## src/design/uetm_pkg.sv

```systemverilog
// shared constants and types for the usb endpoint transaction manager
package uetm_pkg;

  // endpoint space: 8 numbers in each direction, index = {dirIn, number}
  localparam int NUM_EP = 8;
  localparam int NUM_EP_SLOTS = 16;
  localparam int SETUP_BYTES = 8;
  localparam int DEF_BUF_BYTES = 8;

  // values after reset
  localparam logic [15:0] RST_ENABLE = 16'h0000;
  localparam logic [15:0] RST_HALT = 16'h0000;
  localparam logic [15:0] RST_HOLD = 16'h0000;
  localparam logic [15:0] RST_PARITY = 16'h0000;
  localparam logic [15:0] RST_DOUBLE = 16'h0000;
  localparam logic [15:0] RST_INTEN = 16'h0000;

  // token kinds reported by the serial engine
  typedef enum logic [1:0] {
    TOK_OUT = 2'h0,
    TOK_IN = 2'h1,
    TOK_SETUP = 2'h2
  } uetm_tok_type;

  // handshake answers sent back to the host
  typedef enum logic [1:0] {
    HS_ACK = 2'h0,
    HS_NAK = 2'h1,
    HS_STALL = 2'h2
  } uetm_hs_type;

  // configuration fields firmware can write
  typedef enum logic [3:0] {
    FLD_ENABLE = 4'h0,
    FLD_HALT = 4'h1,
    FLD_HOLDX = 4'h2,
    FLD_HOLDY = 4'h3,
    FLD_PARITY = 4'h4,
    FLD_DOUBLE = 4'h5,
    FLD_INTEN = 4'h6,
    FLD_COUNTX = 4'h7,
    FLD_COUNTY = 4'h8
  } uetm_fld_type;

  // transaction sequencer states
  typedef enum logic [1:0] {
    ST_IDLE = 2'b00,
    ST_RX = 2'b01,
    ST_TX = 2'b10,
    ST_WAIT = 2'b11
  } uetm_state_type;

endpackage : uetm_pkg

```

## src/design/uetm_core.sv

```systemverilog
// usb endpoint transaction manager: endpoint 0 control and endpoints 1-7 interrupt traffic
// How it works
// - error-free setup on endpoint 0 is stored, flag set, ACKed, setup interrupt raised.
// - while the request flag is set, endpoint 0 data/status get NAK regardless.
// - firmware halts both endpoint 0 directions for bad requests; device then STALLs.
// - clearing the setup interrupt also clears the request flag.
// - IN token with hold and halt clear sends packet; ACK toggles parity, sets hold, interrupts.
// - IN token gets NAK when hold set, STALL when halt set, no data.
// - no host handshake after IN data leaves parity and hold untouched for a resend.
// - good OUT data is stored, counted, parity toggled, hold set, ACKed, interrupt raised.
// - OUT with hold set gets NAK, with halt set STALL; buffer untouched.
// - OUT data with CRC or stuffing error gets no handshake.
// - control write status: firmware zeroes count, parity 1, clears hold; device sends empty DATA1.
// - control read status: firmware sets OUT endpoint 0 parity 1, clears hold; empty DATA1 accepted.
// - double-buffered OUT writes buffer X when parity 0, Y when parity 1.
// - double-buffered IN reads buffer X when parity 0, Y when parity 1.
// - double-buffered OUT keeps separate X and Y hold bits for firmware to inspect.
// - endpoints 1 to 7 in both directions serve as interrupt endpoints beside endpoint 0.
module uetm_core
  import uetm_pkg::*;
#(
  parameter int BUF_BYTES = DEF_BUF_BYTES
)(
  // clock and reset
  input wire logic clk_sys,
  input wire logic nrst,
  // tokens from the serial engine
  input wire logic tokValid,
  input wire uetm_tok_type tokKind,
  input wire logic [2:0] tokEp,
  // received data stage bytes
  input wire logic rxByteValid,
  input wire logic [7:0] rxByte,
  input wire logic rxDone,
  input wire logic rxErr,
  // handshake to the host
  output logic hsValid,
  output uetm_hs_type hsCode,
  // outgoing data packet
  output logic txStart,
  output logic txData1,
  output logic [$clog2(BUF_BYTES+1)-1:0] txLen,
  output logic txValid,
  output logic [7:0] txByte,
  input wire logic txReady,
  // host handshake after an IN packet
  input wire logic hostAck,
  input wire logic hostTimeout,
  // firmware configuration writes
  input wire logic fwCfgWr,
  input wire logic fwCfgDirIn,
  input wire logic [2:0] fwCfgEp,
  input wire uetm_fld_type fwCfgField,
  input wire logic [7:0] fwCfgData,
  // firmware buffer access
  input wire logic fwBufWr,
  input wire logic fwBufDirIn,
  input wire logic [2:0] fwBufEp,
  input wire logic fwBufY,
  input wire logic [$clog2(BUF_BYTES)-1:0] fwBufAddr,
  input wire logic [7:0] fwBufData,
  output logic [7:0] fwBufRdData,
  input wire logic [2:0] fwSetupAddr,
  output logic [7:0] fwSetupRdData,
  // firmware status view of the endpoint selected by fwCfgDirIn/fwCfgEp
  output logic fwRdHoldX,
  output logic fwRdHoldY,
  output logic fwRdParity,
  output logic fwRdHalt,
  output logic [$clog2(BUF_BYTES+1)-1:0] fwRdCountX,
  output logic [$clog2(BUF_BYTES+1)-1:0] fwRdCountY,
  // events and flags
  input wire logic fwSetupIrqClr,
  output logic ctrlRequest,
  output logic setupIrq,
  output logic epIrq,
  output logic [3:0] epIrqIdx
);

  localparam int CW = $clog2(BUF_BYTES+1);
  localparam int AW = $clog2(BUF_BYTES);
  localparam int MEM_WORDS = NUM_EP_SLOTS*2*BUF_BYTES;

  // buffers hold a setup packet, index cleanly, and their counts fit the 8-bit data field
  if (BUF_BYTES < SETUP_BYTES || BUF_BYTES > 128 || (BUF_BYTES & (BUF_BYTES-1)) != 0)
  begin : g_bad_buf
    $error("BUF_BYTES must be a power of two from 8 to 128");
  end

  typedef struct packed {
    uetm_state_type state;
    logic [15:0] enable, halt, holdX, holdY, parity, dbl, intEn;
    logic [15:0][CW-1:0] countX, countY;
    logic ctrlReq, setupIrq;
    logic [3:0] curIdx;
    logic curY, accept, discard, isSetup;
    logic [CW-1:0] byteIdx;
    logic hsValid;
    uetm_hs_type hsCode;
    logic txStart, txData1;
    logic [CW-1:0] txLen;
    logic [7:0] txByte;
    logic epIrq;
    logic [3:0] epIrqIdx;
    logic [7:0] bufRd, setupRd;
    logic rdHoldX, rdHoldY, rdParity, rdHalt;
    logic [CW-1:0] rdCountX, rdCountY;
  } uetm_core_state_type;

  uetm_core_state_type st_reg;
  uetm_core_state_type st_next;

  // packet storage lives outside the struct: it is a memory, not control state
  logic [7:0] bufMem [MEM_WORDS];
  logic [7:0] setupMem [SETUP_BYTES];

  // byte address of a buffer slot
  function automatic logic [$clog2(MEM_WORDS)-1:0] memAddr(input logic [3:0] idx,
      input logic y, input logic [AW-1:0] a);
    memAddr = {idx, y, a};
  endfunction

  logic [3:0] tokIdx;
  logic tokY;
  logic tokHold;
  logic rxWrite;
  logic [CW-1:0] nextIdx;

  assign tokIdx = {tokKind == TOK_IN, tokEp};
  // which half of a possibly double buffer the current parity selects
  assign tokY = st_reg.dbl[tokIdx] & st_reg.parity[tokIdx];
  assign tokHold = tokY ? st_reg.holdY[tokIdx] : st_reg.holdX[tokIdx];
  assign nextIdx = st_reg.byteIdx + CW'(1);
  assign rxWrite = st_reg.state == ST_RX && rxByteValid && st_reg.accept
    && !st_reg.isSetup && st_reg.byteIdx < CW'(BUF_BYTES);

  // next-state computation for every control register
  always_comb
  begin
    st_next = st_reg;
    st_next.hsValid = 1'b0;
    st_next.txStart = 1'b0;
    st_next.epIrq = 1'b0;

    // firmware configuration writes land first so hardware updates below win
    if (fwCfgWr)
    begin
      case (fwCfgField)
        FLD_ENABLE: st_next.enable[{fwCfgDirIn, fwCfgEp}] = fwCfgData[0];
        FLD_HALT: st_next.halt[{fwCfgDirIn, fwCfgEp}] = fwCfgData[0];
        FLD_HOLDX: st_next.holdX[{fwCfgDirIn, fwCfgEp}] = fwCfgData[0];
        FLD_HOLDY: st_next.holdY[{fwCfgDirIn, fwCfgEp}] = fwCfgData[0];
        FLD_PARITY: st_next.parity[{fwCfgDirIn, fwCfgEp}] = fwCfgData[0];
        FLD_DOUBLE: st_next.dbl[{fwCfgDirIn, fwCfgEp}] = fwCfgData[0];
        FLD_INTEN: st_next.intEn[{fwCfgDirIn, fwCfgEp}] = fwCfgData[0];
        FLD_COUNTX: st_next.countX[{fwCfgDirIn, fwCfgEp}] = fwCfgData[CW-1:0];
        FLD_COUNTY: st_next.countY[{fwCfgDirIn, fwCfgEp}] = fwCfgData[CW-1:0];
        default: st_next.enable = st_reg.enable;
      endcase
    end

    // clearing the setup interrupt drops the request flag too
    if (fwSetupIrqClr)
    begin
      st_next.setupIrq = 1'b0;
      st_next.ctrlReq = 1'b0;
    end

    case (st_reg.state)
      ST_IDLE:
      begin
        if (tokValid)
        begin
          st_next.curIdx = tokIdx;
          st_next.curY = tokY;
          st_next.byteIdx = '0;
          st_next.isSetup = tokKind == TOK_SETUP;
          st_next.accept = 1'b0;
          st_next.discard = 1'b0;
          st_next.hsCode = HS_ACK;
          if (!st_reg.enable[tokIdx])
          begin
            // disabled endpoint: swallow any data, answer nothing
            st_next.discard = 1'b1;
            st_next.state = tokKind == TOK_IN ? ST_IDLE : ST_RX;
          end
          else if (tokKind == TOK_SETUP)
          begin
            st_next.accept = tokEp == 3'h0;
            st_next.discard = tokEp != 3'h0;
            st_next.state = ST_RX;
          end
          else if (tokEp == 3'h0 && st_reg.ctrlReq)
          begin
            st_next.hsCode = HS_NAK;
            st_next.state = tokKind == TOK_IN ? ST_IDLE : ST_RX;
            st_next.hsValid = tokKind == TOK_IN;
          end
          else if (st_reg.halt[tokIdx] || tokHold)
          begin
            // halt outranks hold when both are set
            st_next.hsCode = st_reg.halt[tokIdx] ? HS_STALL : HS_NAK;
            st_next.state = tokKind == TOK_IN ? ST_IDLE : ST_RX;
            st_next.hsValid = tokKind == TOK_IN;
          end
          else if (tokKind == TOK_IN)
          begin
            // endpoints 1-7 run the same path as endpoint 0 data stages
            st_next.txStart = 1'b1;
            st_next.txData1 = st_reg.parity[tokIdx];
            st_next.txLen = tokY ? st_reg.countY[tokIdx] : st_reg.countX[tokIdx];
            st_next.txByte = bufMem[memAddr(tokIdx, tokY, '0)];
            st_next.state = (tokY ? st_reg.countY[tokIdx] : st_reg.countX[tokIdx]) == '0
              ? ST_WAIT : ST_TX;
          end
          else
          begin
            st_next.accept = 1'b1;
            st_next.state = ST_RX;
          end
        end
      end
      ST_RX:
      begin
        if (rxByteValid && st_reg.byteIdx < CW'(BUF_BYTES))
          st_next.byteIdx = nextIdx; // extra bytes beyond the buffer are dropped
        if (rxDone)
        begin
          st_next.state = ST_IDLE;
          // corrupted packets stay silent and leave counts, hold and parity as they were; their bytes still reach the buffer
          if (!rxErr && !st_reg.discard)
          begin
            st_next.hsValid = 1'b1;
            if (st_reg.isSetup)
            begin
              st_next.hsCode = HS_ACK;
              st_next.ctrlReq = 1'b1;
              st_next.setupIrq = 1'b1;
            end
            else if (st_reg.accept)
            begin
              if (st_reg.curY)
              begin
                st_next.countY[st_reg.curIdx] = st_reg.byteIdx;
                st_next.holdY[st_reg.curIdx] = 1'b1;
              end
              else
              begin
                st_next.countX[st_reg.curIdx] = st_reg.byteIdx;
                st_next.holdX[st_reg.curIdx] = 1'b1;
              end
              st_next.parity[st_reg.curIdx] = ~st_reg.parity[st_reg.curIdx];
              st_next.epIrq = st_reg.intEn[st_reg.curIdx];
              st_next.epIrqIdx = st_reg.curIdx;
            end
          end
        end
      end
      ST_TX:
      begin
        if (txReady)
        begin
          st_next.byteIdx = nextIdx;
          st_next.txByte = bufMem[memAddr(st_reg.curIdx, st_reg.curY, nextIdx[AW-1:0])];
          if (nextIdx == st_reg.txLen)
            st_next.state = ST_WAIT;
        end
      end
      ST_WAIT:
      begin
        if (hostAck)
        begin
          st_next.state = ST_IDLE;
          st_next.parity[st_reg.curIdx] = ~st_reg.parity[st_reg.curIdx];
          if (st_reg.curY)
            st_next.holdY[st_reg.curIdx] = 1'b1;
          else
            st_next.holdX[st_reg.curIdx] = 1'b1;
          st_next.epIrq = st_reg.intEn[st_reg.curIdx];
          st_next.epIrqIdx = st_reg.curIdx;
        end
        else if (hostTimeout)
        begin
          // lost handshake: same parity and hold, so the next IN resends it
          st_next.state = ST_IDLE;
        end
      end
      default: st_next.state = ST_IDLE;
    endcase

    // firmware read view, one cycle behind its select inputs
    st_next.bufRd = bufMem[memAddr({fwBufDirIn, fwBufEp}, fwBufY, fwBufAddr)];
    st_next.setupRd = setupMem[fwSetupAddr];
    st_next.rdHoldX = st_reg.holdX[{fwCfgDirIn, fwCfgEp}];
    st_next.rdHoldY = st_reg.holdY[{fwCfgDirIn, fwCfgEp}];
    st_next.rdParity = st_reg.parity[{fwCfgDirIn, fwCfgEp}];
    st_next.rdHalt = st_reg.halt[{fwCfgDirIn, fwCfgEp}];
    st_next.rdCountX = st_reg.countX[{fwCfgDirIn, fwCfgEp}];
    st_next.rdCountY = st_reg.countY[{fwCfgDirIn, fwCfgEp}];
  end

  // control state register
  always_ff @(posedge clk_sys)
  begin
    if (!nrst)
    begin
      st_reg <= '0;
      st_reg.state <= ST_IDLE;
      st_reg.enable <= RST_ENABLE;
      st_reg.halt <= RST_HALT;
      st_reg.holdX <= RST_HOLD;
      st_reg.holdY <= RST_HOLD;
      st_reg.parity <= RST_PARITY;
      st_reg.dbl <= RST_DOUBLE;
      st_reg.intEn <= RST_INTEN;
      st_reg.hsCode <= HS_ACK;
    end
    else
    begin
      st_reg <= st_next;
    end
  end

  // packet memories; the link side wins a clash since its bytes cannot be retried
  always_ff @(posedge clk_sys)
  begin
    if (rxWrite)
      bufMem[memAddr(st_reg.curIdx, st_reg.curY, st_reg.byteIdx[AW-1:0])] <= rxByte;
    else if (fwBufWr)
      bufMem[memAddr({fwBufDirIn, fwBufEp}, fwBufY, fwBufAddr)] <= fwBufData;
    if (st_reg.state == ST_RX && rxByteValid && st_reg.isSetup && st_reg.accept
      && st_reg.byteIdx < CW'(SETUP_BYTES))
      setupMem[st_reg.byteIdx[2:0]] <= rxByte;
  end

  // outputs
  assign hsValid = st_reg.hsValid;
  assign hsCode = st_reg.hsCode;
  assign txStart = st_reg.txStart;
  assign txData1 = st_reg.txData1;
  assign txLen = st_reg.txLen;
  assign txValid = st_reg.state == ST_TX; // handshake, may be combinational
  assign txByte = st_reg.txByte;
  assign fwBufRdData = st_reg.bufRd;
  assign fwSetupRdData = st_reg.setupRd;
  assign fwRdHoldX = st_reg.rdHoldX;
  assign fwRdHoldY = st_reg.rdHoldY;
  assign fwRdParity = st_reg.rdParity;
  assign fwRdHalt = st_reg.rdHalt;
  assign fwRdCountX = st_reg.rdCountX;
  assign fwRdCountY = st_reg.rdCountY;
  assign ctrlRequest = st_reg.ctrlReq;
  assign setupIrq = st_reg.setupIrq;
  assign epIrq = st_reg.epIrq;
  assign epIrqIdx = st_reg.epIrqIdx;

endmodule // uetm_core

```

## config.mk

```make
export PLATFORM = sky130hd
export DESIGN_NAME = uetm_core
export DESIGN_NICKNAME = d
export VERILOG_FILES = /design/src/design/uetm_pkg.sv /design/src/design/uetm_core.sv
export SDC_FILE = /design/constraint.sdc
export NUM_CORES = 2
export LEC_CHECK = 0
export BUFFER_PORTS_ARGS = -buffer_cell sky130_fd_sc_hd__buf_2
export CORE_MARGIN = 2
export CORE_UTILIZATION = 24
export CTS_CLUSTER_DIAMETER = 80
export DETAILED_ROUTE_END_ITERATION = 12
export PLACE_DENSITY = 0.35
export SLEW_MARGIN = 25
export SYNTH_ARGS = -nofsm -noshare
export SYNTH_HDL_FRONTEND = slang
export SYNTH_SLANG_ARGS = --single-unit
export TNS_END_PERCENT = 100
```

## constraint.sdc

```tcl
create_clock -name clk_sys -period 8.4 [get_ports clk_sys]
set_input_delay 1.68 -clock clk_sys [delete_from_list [all_inputs] [get_ports clk_sys]]
set_output_delay 1.68 -clock clk_sys [all_outputs]
set_load 0.1 [all_outputs]
```

* Word level (Yosys, flattened, before mapping)
Memory sizes are Yosys's and may differ from the RTL's. A register that Yosys moved wholly into a read port is not among the register bits. Index checks and enable logic that the tools add are counted. W data, S select, Z words.
Storage, ports and cells: memories 2, memory bits (writable) 2112, register bits after elaboration 290, input bits 60
Cells by class: reduce and logical (&&, ||, !) cells 40, bitwise logic cells 11, $add $sub $neg 1, $lt $le $gt $ge 6, eq/ne operators 30, mux-type cells 134
Memories:
- bufMem | words 256, width 8, rd ports 3, clocked after memory_dff 1, wr ports 1, RTL line uetm_core.sv:114 | logic [7:0] bufMem [MEM_WORDS];
- setupMem | words 8, width 8, rd ports 1, clocked after memory_dff 1, wr ports 1, RTL line uetm_core.sv:115 | logic [7:0] setupMem [SETUP_BYTES];
Operators by type and width (count):
- $mux W130 | 3
- $bwmux W64 | 4
- $mux W128 | 2
- $mux W64 | 4
- $mux W48 | 5
- $mux W208 | 1
- $bwmux W16 | 8
- $mux W16 | 7
- $pmux W48 S2 | 1
- $bmux W4 S4 | 4
- $bmux W1 S4 | 12
- $mux W14 | 3
- $mux W4 | 9
- $mux W17 | 2
- $demux W4 S4 | 2
- $mux W1 | 32
- $or A16 B16 Y16 | 2
- $mux W2 | 15
- $mux W5 | 5
- $mux W8 | 3
- $ne A2 B2 Y1 const B | 11
- $mux W21 | 1
- $eq A4 B3 Y1 const B | 4
- $pmux W8 S2 | 1
- other kinds (36) | 81

* Depth between registers and ports, before layout
word-level depth 14, mapped depth 15, gate-level depth less buffers 10

* Least setup slack after synthesis
OpenSTA, ideal clock, no wires.
path type input -> register, start point input port rxByteValid, end point memory bufMem[0][0] (data pin), cell stages on the path 8, path slack 1595 ps, setup time 823 ps, path buffers 2, data required time 7577 ps, arrival 5983 ps, cells stage by stage nor2b_1 and3_1 nor2b_1 clkbuf_1 nor2_1 clkbuf_1 nand2_1 nand2_1
Between the ends: cells in the longest elaborated chain, start to end 8
RTL lines:
- start, declared | RTL line uetm_core.sv:32 | input wire logic rxByteValid,
- $logic_and A1 B1 Y1 (2 in series) | RTL line uetm_core.sv:134 | assign rxWrite = st_reg.state == ST_RX && rxByteValid && st_reg.accept
- $logic_and A1 B1 Y1 (2 in series) | RTL line uetm_core.sv:135 | && !st_reg.isSetup && st_reg.byteIdx < CW'(BUF_BYTES);
- $mux W1 | RTL line uetm_core.sv:327 | if (rxWrite)
- $mux W1 (implied by the code) | RTL line uetm_core.sv:330 | bufMem[memAddr({fwBufDirIn, fwBufEp}, fwBufY, fwBufAddr)] <= fwBufData;
- $reduce_or A8 Y1 (no source line)
- $mux W8 (no source line)
- end, declared | RTL line uetm_core.sv:114
Every way passes these cells.

* Final worst setup path
start point register st_reg[50] (netlist bit), end point register st_reg (netlist bit txByte[1])
Between the ends: cells in the longest elaborated chain, start to end 4
RTL lines:
- start, declared | RTL line uetm_core.sv:110 | uetm_core_state_type st_reg;
- start signal, assigned | RTL line uetm_core.sv:320 | st_reg <= st_next;
- $add A4 B1 Y4 | RTL line uetm_core.sv:133 | assign nextIdx = st_reg.byteIdx + CW'(1);
- $mem_v2 Z256 W8
- $mux W8 | RTL line uetm_core.sv:261 | if (txReady)
- $pmux W8 S2 | RTL line uetm_core.sv:169 | case (st_reg.state)
Every way passes these cells. The select of a mux whose other input is x is not followed. A chain may end at the register's enable or synchronous reset.

==> reports/qor.log <==
INFO  detailed_routing initialDrtViolationCount=7,732
INFO  cts            h-tree-depth=5
INFO  power          leakagePower=40.6nW
INFO  power          post-layout-total-power=32.4mW
INFO  synth          mean_syn_cell_area=17.2squm
INFO  detailed_routing route.antenna.remaining_nets=0
INFO  floorplanning  core_area=482,000squm
INFO  setup_path     crit_path_max_incr_delay=980ps
INFO  synth          synth.yosys.warnings=0
INFO  timing         hold_viol_final=0
INFO  cts            cts_buffer_depth=4
INFO  synth          number_of_flip_flops_and_latches_in_the_synthesized_netlist=2,418
INFO  timing         worst_slew_pin_slew=1190ps
INFO  cts            cts.repair.resized=0
INFO  layout         largest_reg_flops=2,048
INFO  power          irDropWorstVdd=0.000151V
INFO  setup_path     worstPathMaxFanout=46
INFO  synth          synth_area=116,000squm
INFO  floorplanning  fp-row-count=255
INFO  layout         postLayoutCoreUtil=28.0%
INFO  power          cellPowerDensity=240nW/um^2
INFO  timing         fin_crit_sh=82.4%
INFO  synth          synth.net_count=6,815
INFO  detailed_routing post_route_drc_violation_count=0
INFO  synth          yosysTopAreaCellShare=54.6%
INFO  cts            postCtsSetupRepairBufs=0
INFO  timing         setup_repair_after_global_routing_missed_its_margin=no
INFO  detailed_routing drt_pass1_iterations=6
INFO  power          power_frac_clock=41.4%
INFO  power          pwr-share-seq=41.0%
INFO  cts            clk_root_buffer_cell=sky130_fd_sc_hd__clkbuf_16
INFO  floorplanning  initial_utilization=24.1%
INFO  setup_path     cp_data_required_time=9200ps
INFO  cts            worstSkewPairLatency=960ps
INFO  floorplanning  die_width=700um
INFO  layout         final_layout_size_suffix_gt1_share=32.5%
INFO  layout         nets_finish=6,870
INFO  timing         finalWorstPathRequiredPeriod=6920ps
INFO  run_status     outcome=complete, no violations
INFO  timing         worst_clock_skew=51.7ps
INFO  setup_path     crit_path_start_kind=flop
INFO  global_routing antenna_violations_before_repair=50
INFO  setup_path     critical_path.slowest_cell=sky130_fd_sc_hd__dfxtp_4
INFO  synth          synth_seq_area_share=59.9%
INFO  setup_path     crit_path_frequent_cell=sky130_fd_sc_hd__buf_4
INFO  detailed_routing postRouteWirelength=501mm
INFO  timing         max_freq=144MHz
INFO  placed_design  dp_hpwl=336mm
INFO  synth          synth-async-reset-ratio=0%
INFO  detailed_routing route.detailed.vias_per_inst=5.26
INFO  placed_design  port_buffers=108
INFO  floorplanning  design.portCount=113
INFO  synth          ys_dominant_reg_cell=sky130_fd_sc_hd__edfxtp_1
INFO  global_routing grt_usage=20.0%
INFO  power          internal_power_contribution=23.0mW
INFO  layout         layout-area-overhead-vs-synth=16.3%
INFO  cts            tritoncts=built
INFO  power          netSwitchingPower=9.43mW
INFO  setup_path     timing.critical_path.to_type=flop
INFO  global_routing first_pass_grt_wire_length=672mm
INFO  synth          synth_edf_count=2,112
INFO  placed_design  place_congestion=0.840
INFO  cts            clkTransAtPathRegs=60ps
INFO  setup_path     worstPathArrival=7720ps
INFO  synth          synthCells=6,749
INFO  synth          most_area_consuming_cells_after_synthesis=sky130_fd_sc_hd__edfxtp_1 55%, sky130_fd_sc_hd__mux4_2 27%, sky130_fd_sc_hd__dfxtp_1 5.3%, sky130_fd_sc_hd__mux2i_1 1.9%, sky130_fd_sc_hd__nor2_1 1.8%
INFO  power          swShare=29.1%
INFO  floorplanning  floorplan.die_area=490,000squm
INFO  detailed_routing vias=70,857
INFO  timing         drv_slew=0
INFO  setup_path     timing_worst_setup_path_type=reg -> reg
INFO  cts            total_cts_buffers=310
INFO  timing         fin_tns_setup=0ps
INFO  timing         max-slew-margin-rel=20.2%
INFO  worst_hold_path worst_hold_class=reg -> reg
INFO  power          comb_power_share=17.6%
INFO  job            max_cap_viol_count=0
INFO  timing         setup_viol_count_final=0
INFO  cts            clkSinkCount=2,418
INFO  synth          area_leader_netlist=sky130_fd_sc_hd__edfxtp_1
INFO  detailed_routing avgRoutedWirePerCell=37.1um
INFO  cts            holdBufCountCts=0
INFO  global_routing grt_pass1_vias=71,894
INFO  global_routing grt_max_degree=125
INFO  synth          unique_masters_post_synth=71
INFO  setup_path     crit_chain=ha_4, buf_4, buf_4, mux4_2, nand2_1, nand4b_1, nand4_1, a21boi_0, o41ai_1, o21ai_0, a211oi_1, a21oi_1
INFO  global_routing global_route.overflow_total=0
INFO  floorplanning  floorplan.die.height=700um
==> Yosys cell counts, drive strengths merged, types with 6 or more instances <==
master and count:
edfxtp 2112, mux4 1381, nor2 546, nand2 482, clkbuf 360, dfxtp 306, buf 246, a21oi 229
mux2i 224, nand3 168, o21ai 139, a311oi 85, a211oi 67, o22ai 44, and2 30, nand4 29
nor3 29, nor4 23, a31oi 21, nand2b 18, mux2 17, nand3b 17, nor2b 17, a22oi 16
inv 15, nor3b 10, and3 9, ha 6
==> per-stage QoR <==
step           hold slack [ps]  worst slack [ps]  cells  cell area, sq um
4_1_cts                    462              1490  13468            135000
2_1_floorplan              432              1590   6749            116000
3_5_place_dp               454              1520  12917            125000
3_3_place_gp               452              1570  12916            125000
5_1_grt                    482              1370  13471            135000
6_report                   461              1480  13481            135000
==> worst max-delay path, delay by kind of cell (launching register included) <==
| family | cells | cell delay (ps) |
|---|---|---|
| AOI/OAI and AO/OA | 5 | 2280 |
| buffers and inverters | 2 | 1410 |
| DFF | 1 | 980 |
| and+or+nand+nor | 3 | 800 |
| muxes | 1 | 610 |
| adders and majority gates | 1 | 580 |
==> final timing paths <==
path | start | endpoint | slack [ps] | cells after the start
worst max-delay path | st_reg[50] | txByte[1] | 1480 | 12
worst max register to register | st_reg[50] | txByte[1] | 1480 | 12
worst min register to register | epIrqIdx[1] | epIrqIdx[1] | 460 | 2
worst min-delay path | epIrqIdx[1] | epIrqIdx[1] | 460 | 2
==> cell families after synthesis <==
kind of cell             Yosys count  share of synthesized area [%]
flip-flops                      2418                           59.9
multiplexers                    1622                           28.9
AND/OR/NAND/NOR                 1405                           5.23
AO/OA/AOI/OAI                    668                           3.61
buffers and inverters            623                           2.30
XOR/XNOR                           7                         0.0528
adder cells (fa/ha/maj)            6                         0.0646
==> per-layer routing <==
| layer | global-route usage, % | part of all wire, % | vias up |
|---|---|---|---|
| li1 | - | - | 28190 |
| met1 | 27.1 | 43 | 39426 |
| met3 | 3.05 | 5.9 | 513 |
| met2 | 33.4 | 49 | 2722 |
| met4 | 5.13 | 2.8 | 6 |
| met5 | 0 | 0.0062 | - |
==> power groups by stage <==
| stage | sequential [mW] | clock, mW | combinational [mW] |
|---|---|---|---|
| detailed placement | 13.5 | 0 | 5.76 |
| global route | 13.3 | 14.2 | 5.89 |
| CTS | 13.3 | 13.7 | 5.78 |
| global placement | 13.5 | 0 | 5.79 |
| floorplan | 13.5 | 0 | 3.18 |
| finish | 13.3 | 13.4 | 5.70 |
==> cell type report <==
type                       instances  area [sq um]
antenna                           13          32.5
multi-input combinational       3708         44400
inverter                          17          71.3
timing repair buffer             349          2960
fill                           48018        347000
sequential                      2418         69600
clock buffer                     377          8230
tap                             6425          8040
clock inverter                   174          1720
==> cell usage in the layout, fill, tap and decap left out, types with 17 or more instances in the layout <==
cell type                   synthesis  routed
sky130_fd_sc_hd__dfxtp_1          306     297
sky130_fd_sc_hd__nor3_1            28      22
sky130_fd_sc_hd__nand2_1          482     457
sky130_fd_sc_hd__a21oi_1          229     226
sky130_fd_sc_hd__nand2_4            0      19
sky130_fd_sc_hd__bufinv_16          0      26
sky130_fd_sc_hd__nand2b_1          18      18
sky130_fd_sc_hd__edfxtp_1        2112    2112
sky130_fd_sc_hd__nor2_1           546     520
sky130_fd_sc_hd__o22ai_1           44      43
sky130_fd_sc_hd__buf_4             49     201
sky130_fd_sc_hd__a211oi_1          67      67
sky130_fd_sc_hd__nand3_1          168     167
sky130_fd_sc_hd__mux4_2          1381    1381
sky130_fd_sc_hd__nand3b_1          17      17
sky130_fd_sc_hd__mux2i_1          224     219
sky130_fd_sc_hd__nor2_2             0      24
sky130_fd_sc_hd__clkinv_1           2      67
sky130_fd_sc_hd__clkbuf_1         360      51
sky130_fd_sc_hd__and2_1            29      28
sky130_fd_sc_hd__buf_2             98      99
sky130_fd_sc_hd__buf_12             0      44
sky130_fd_sc_hd__mux2_2            17      17
sky130_fd_sc_hd__clkbuf_16          0     315
sky130_fd_sc_hd__clkinv_2           0      54
sky130_fd_sc_hd__a311oi_1          85      85
sky130_fd_sc_hd__a31oi_1           21      21
sky130_fd_sc_hd__nand4_1           29      29
sky130_fd_sc_hd__o21ai_0          139     137
sky130_fd_sc_hd__nor4_1            23      19
(Power assumes the default switching activity.)
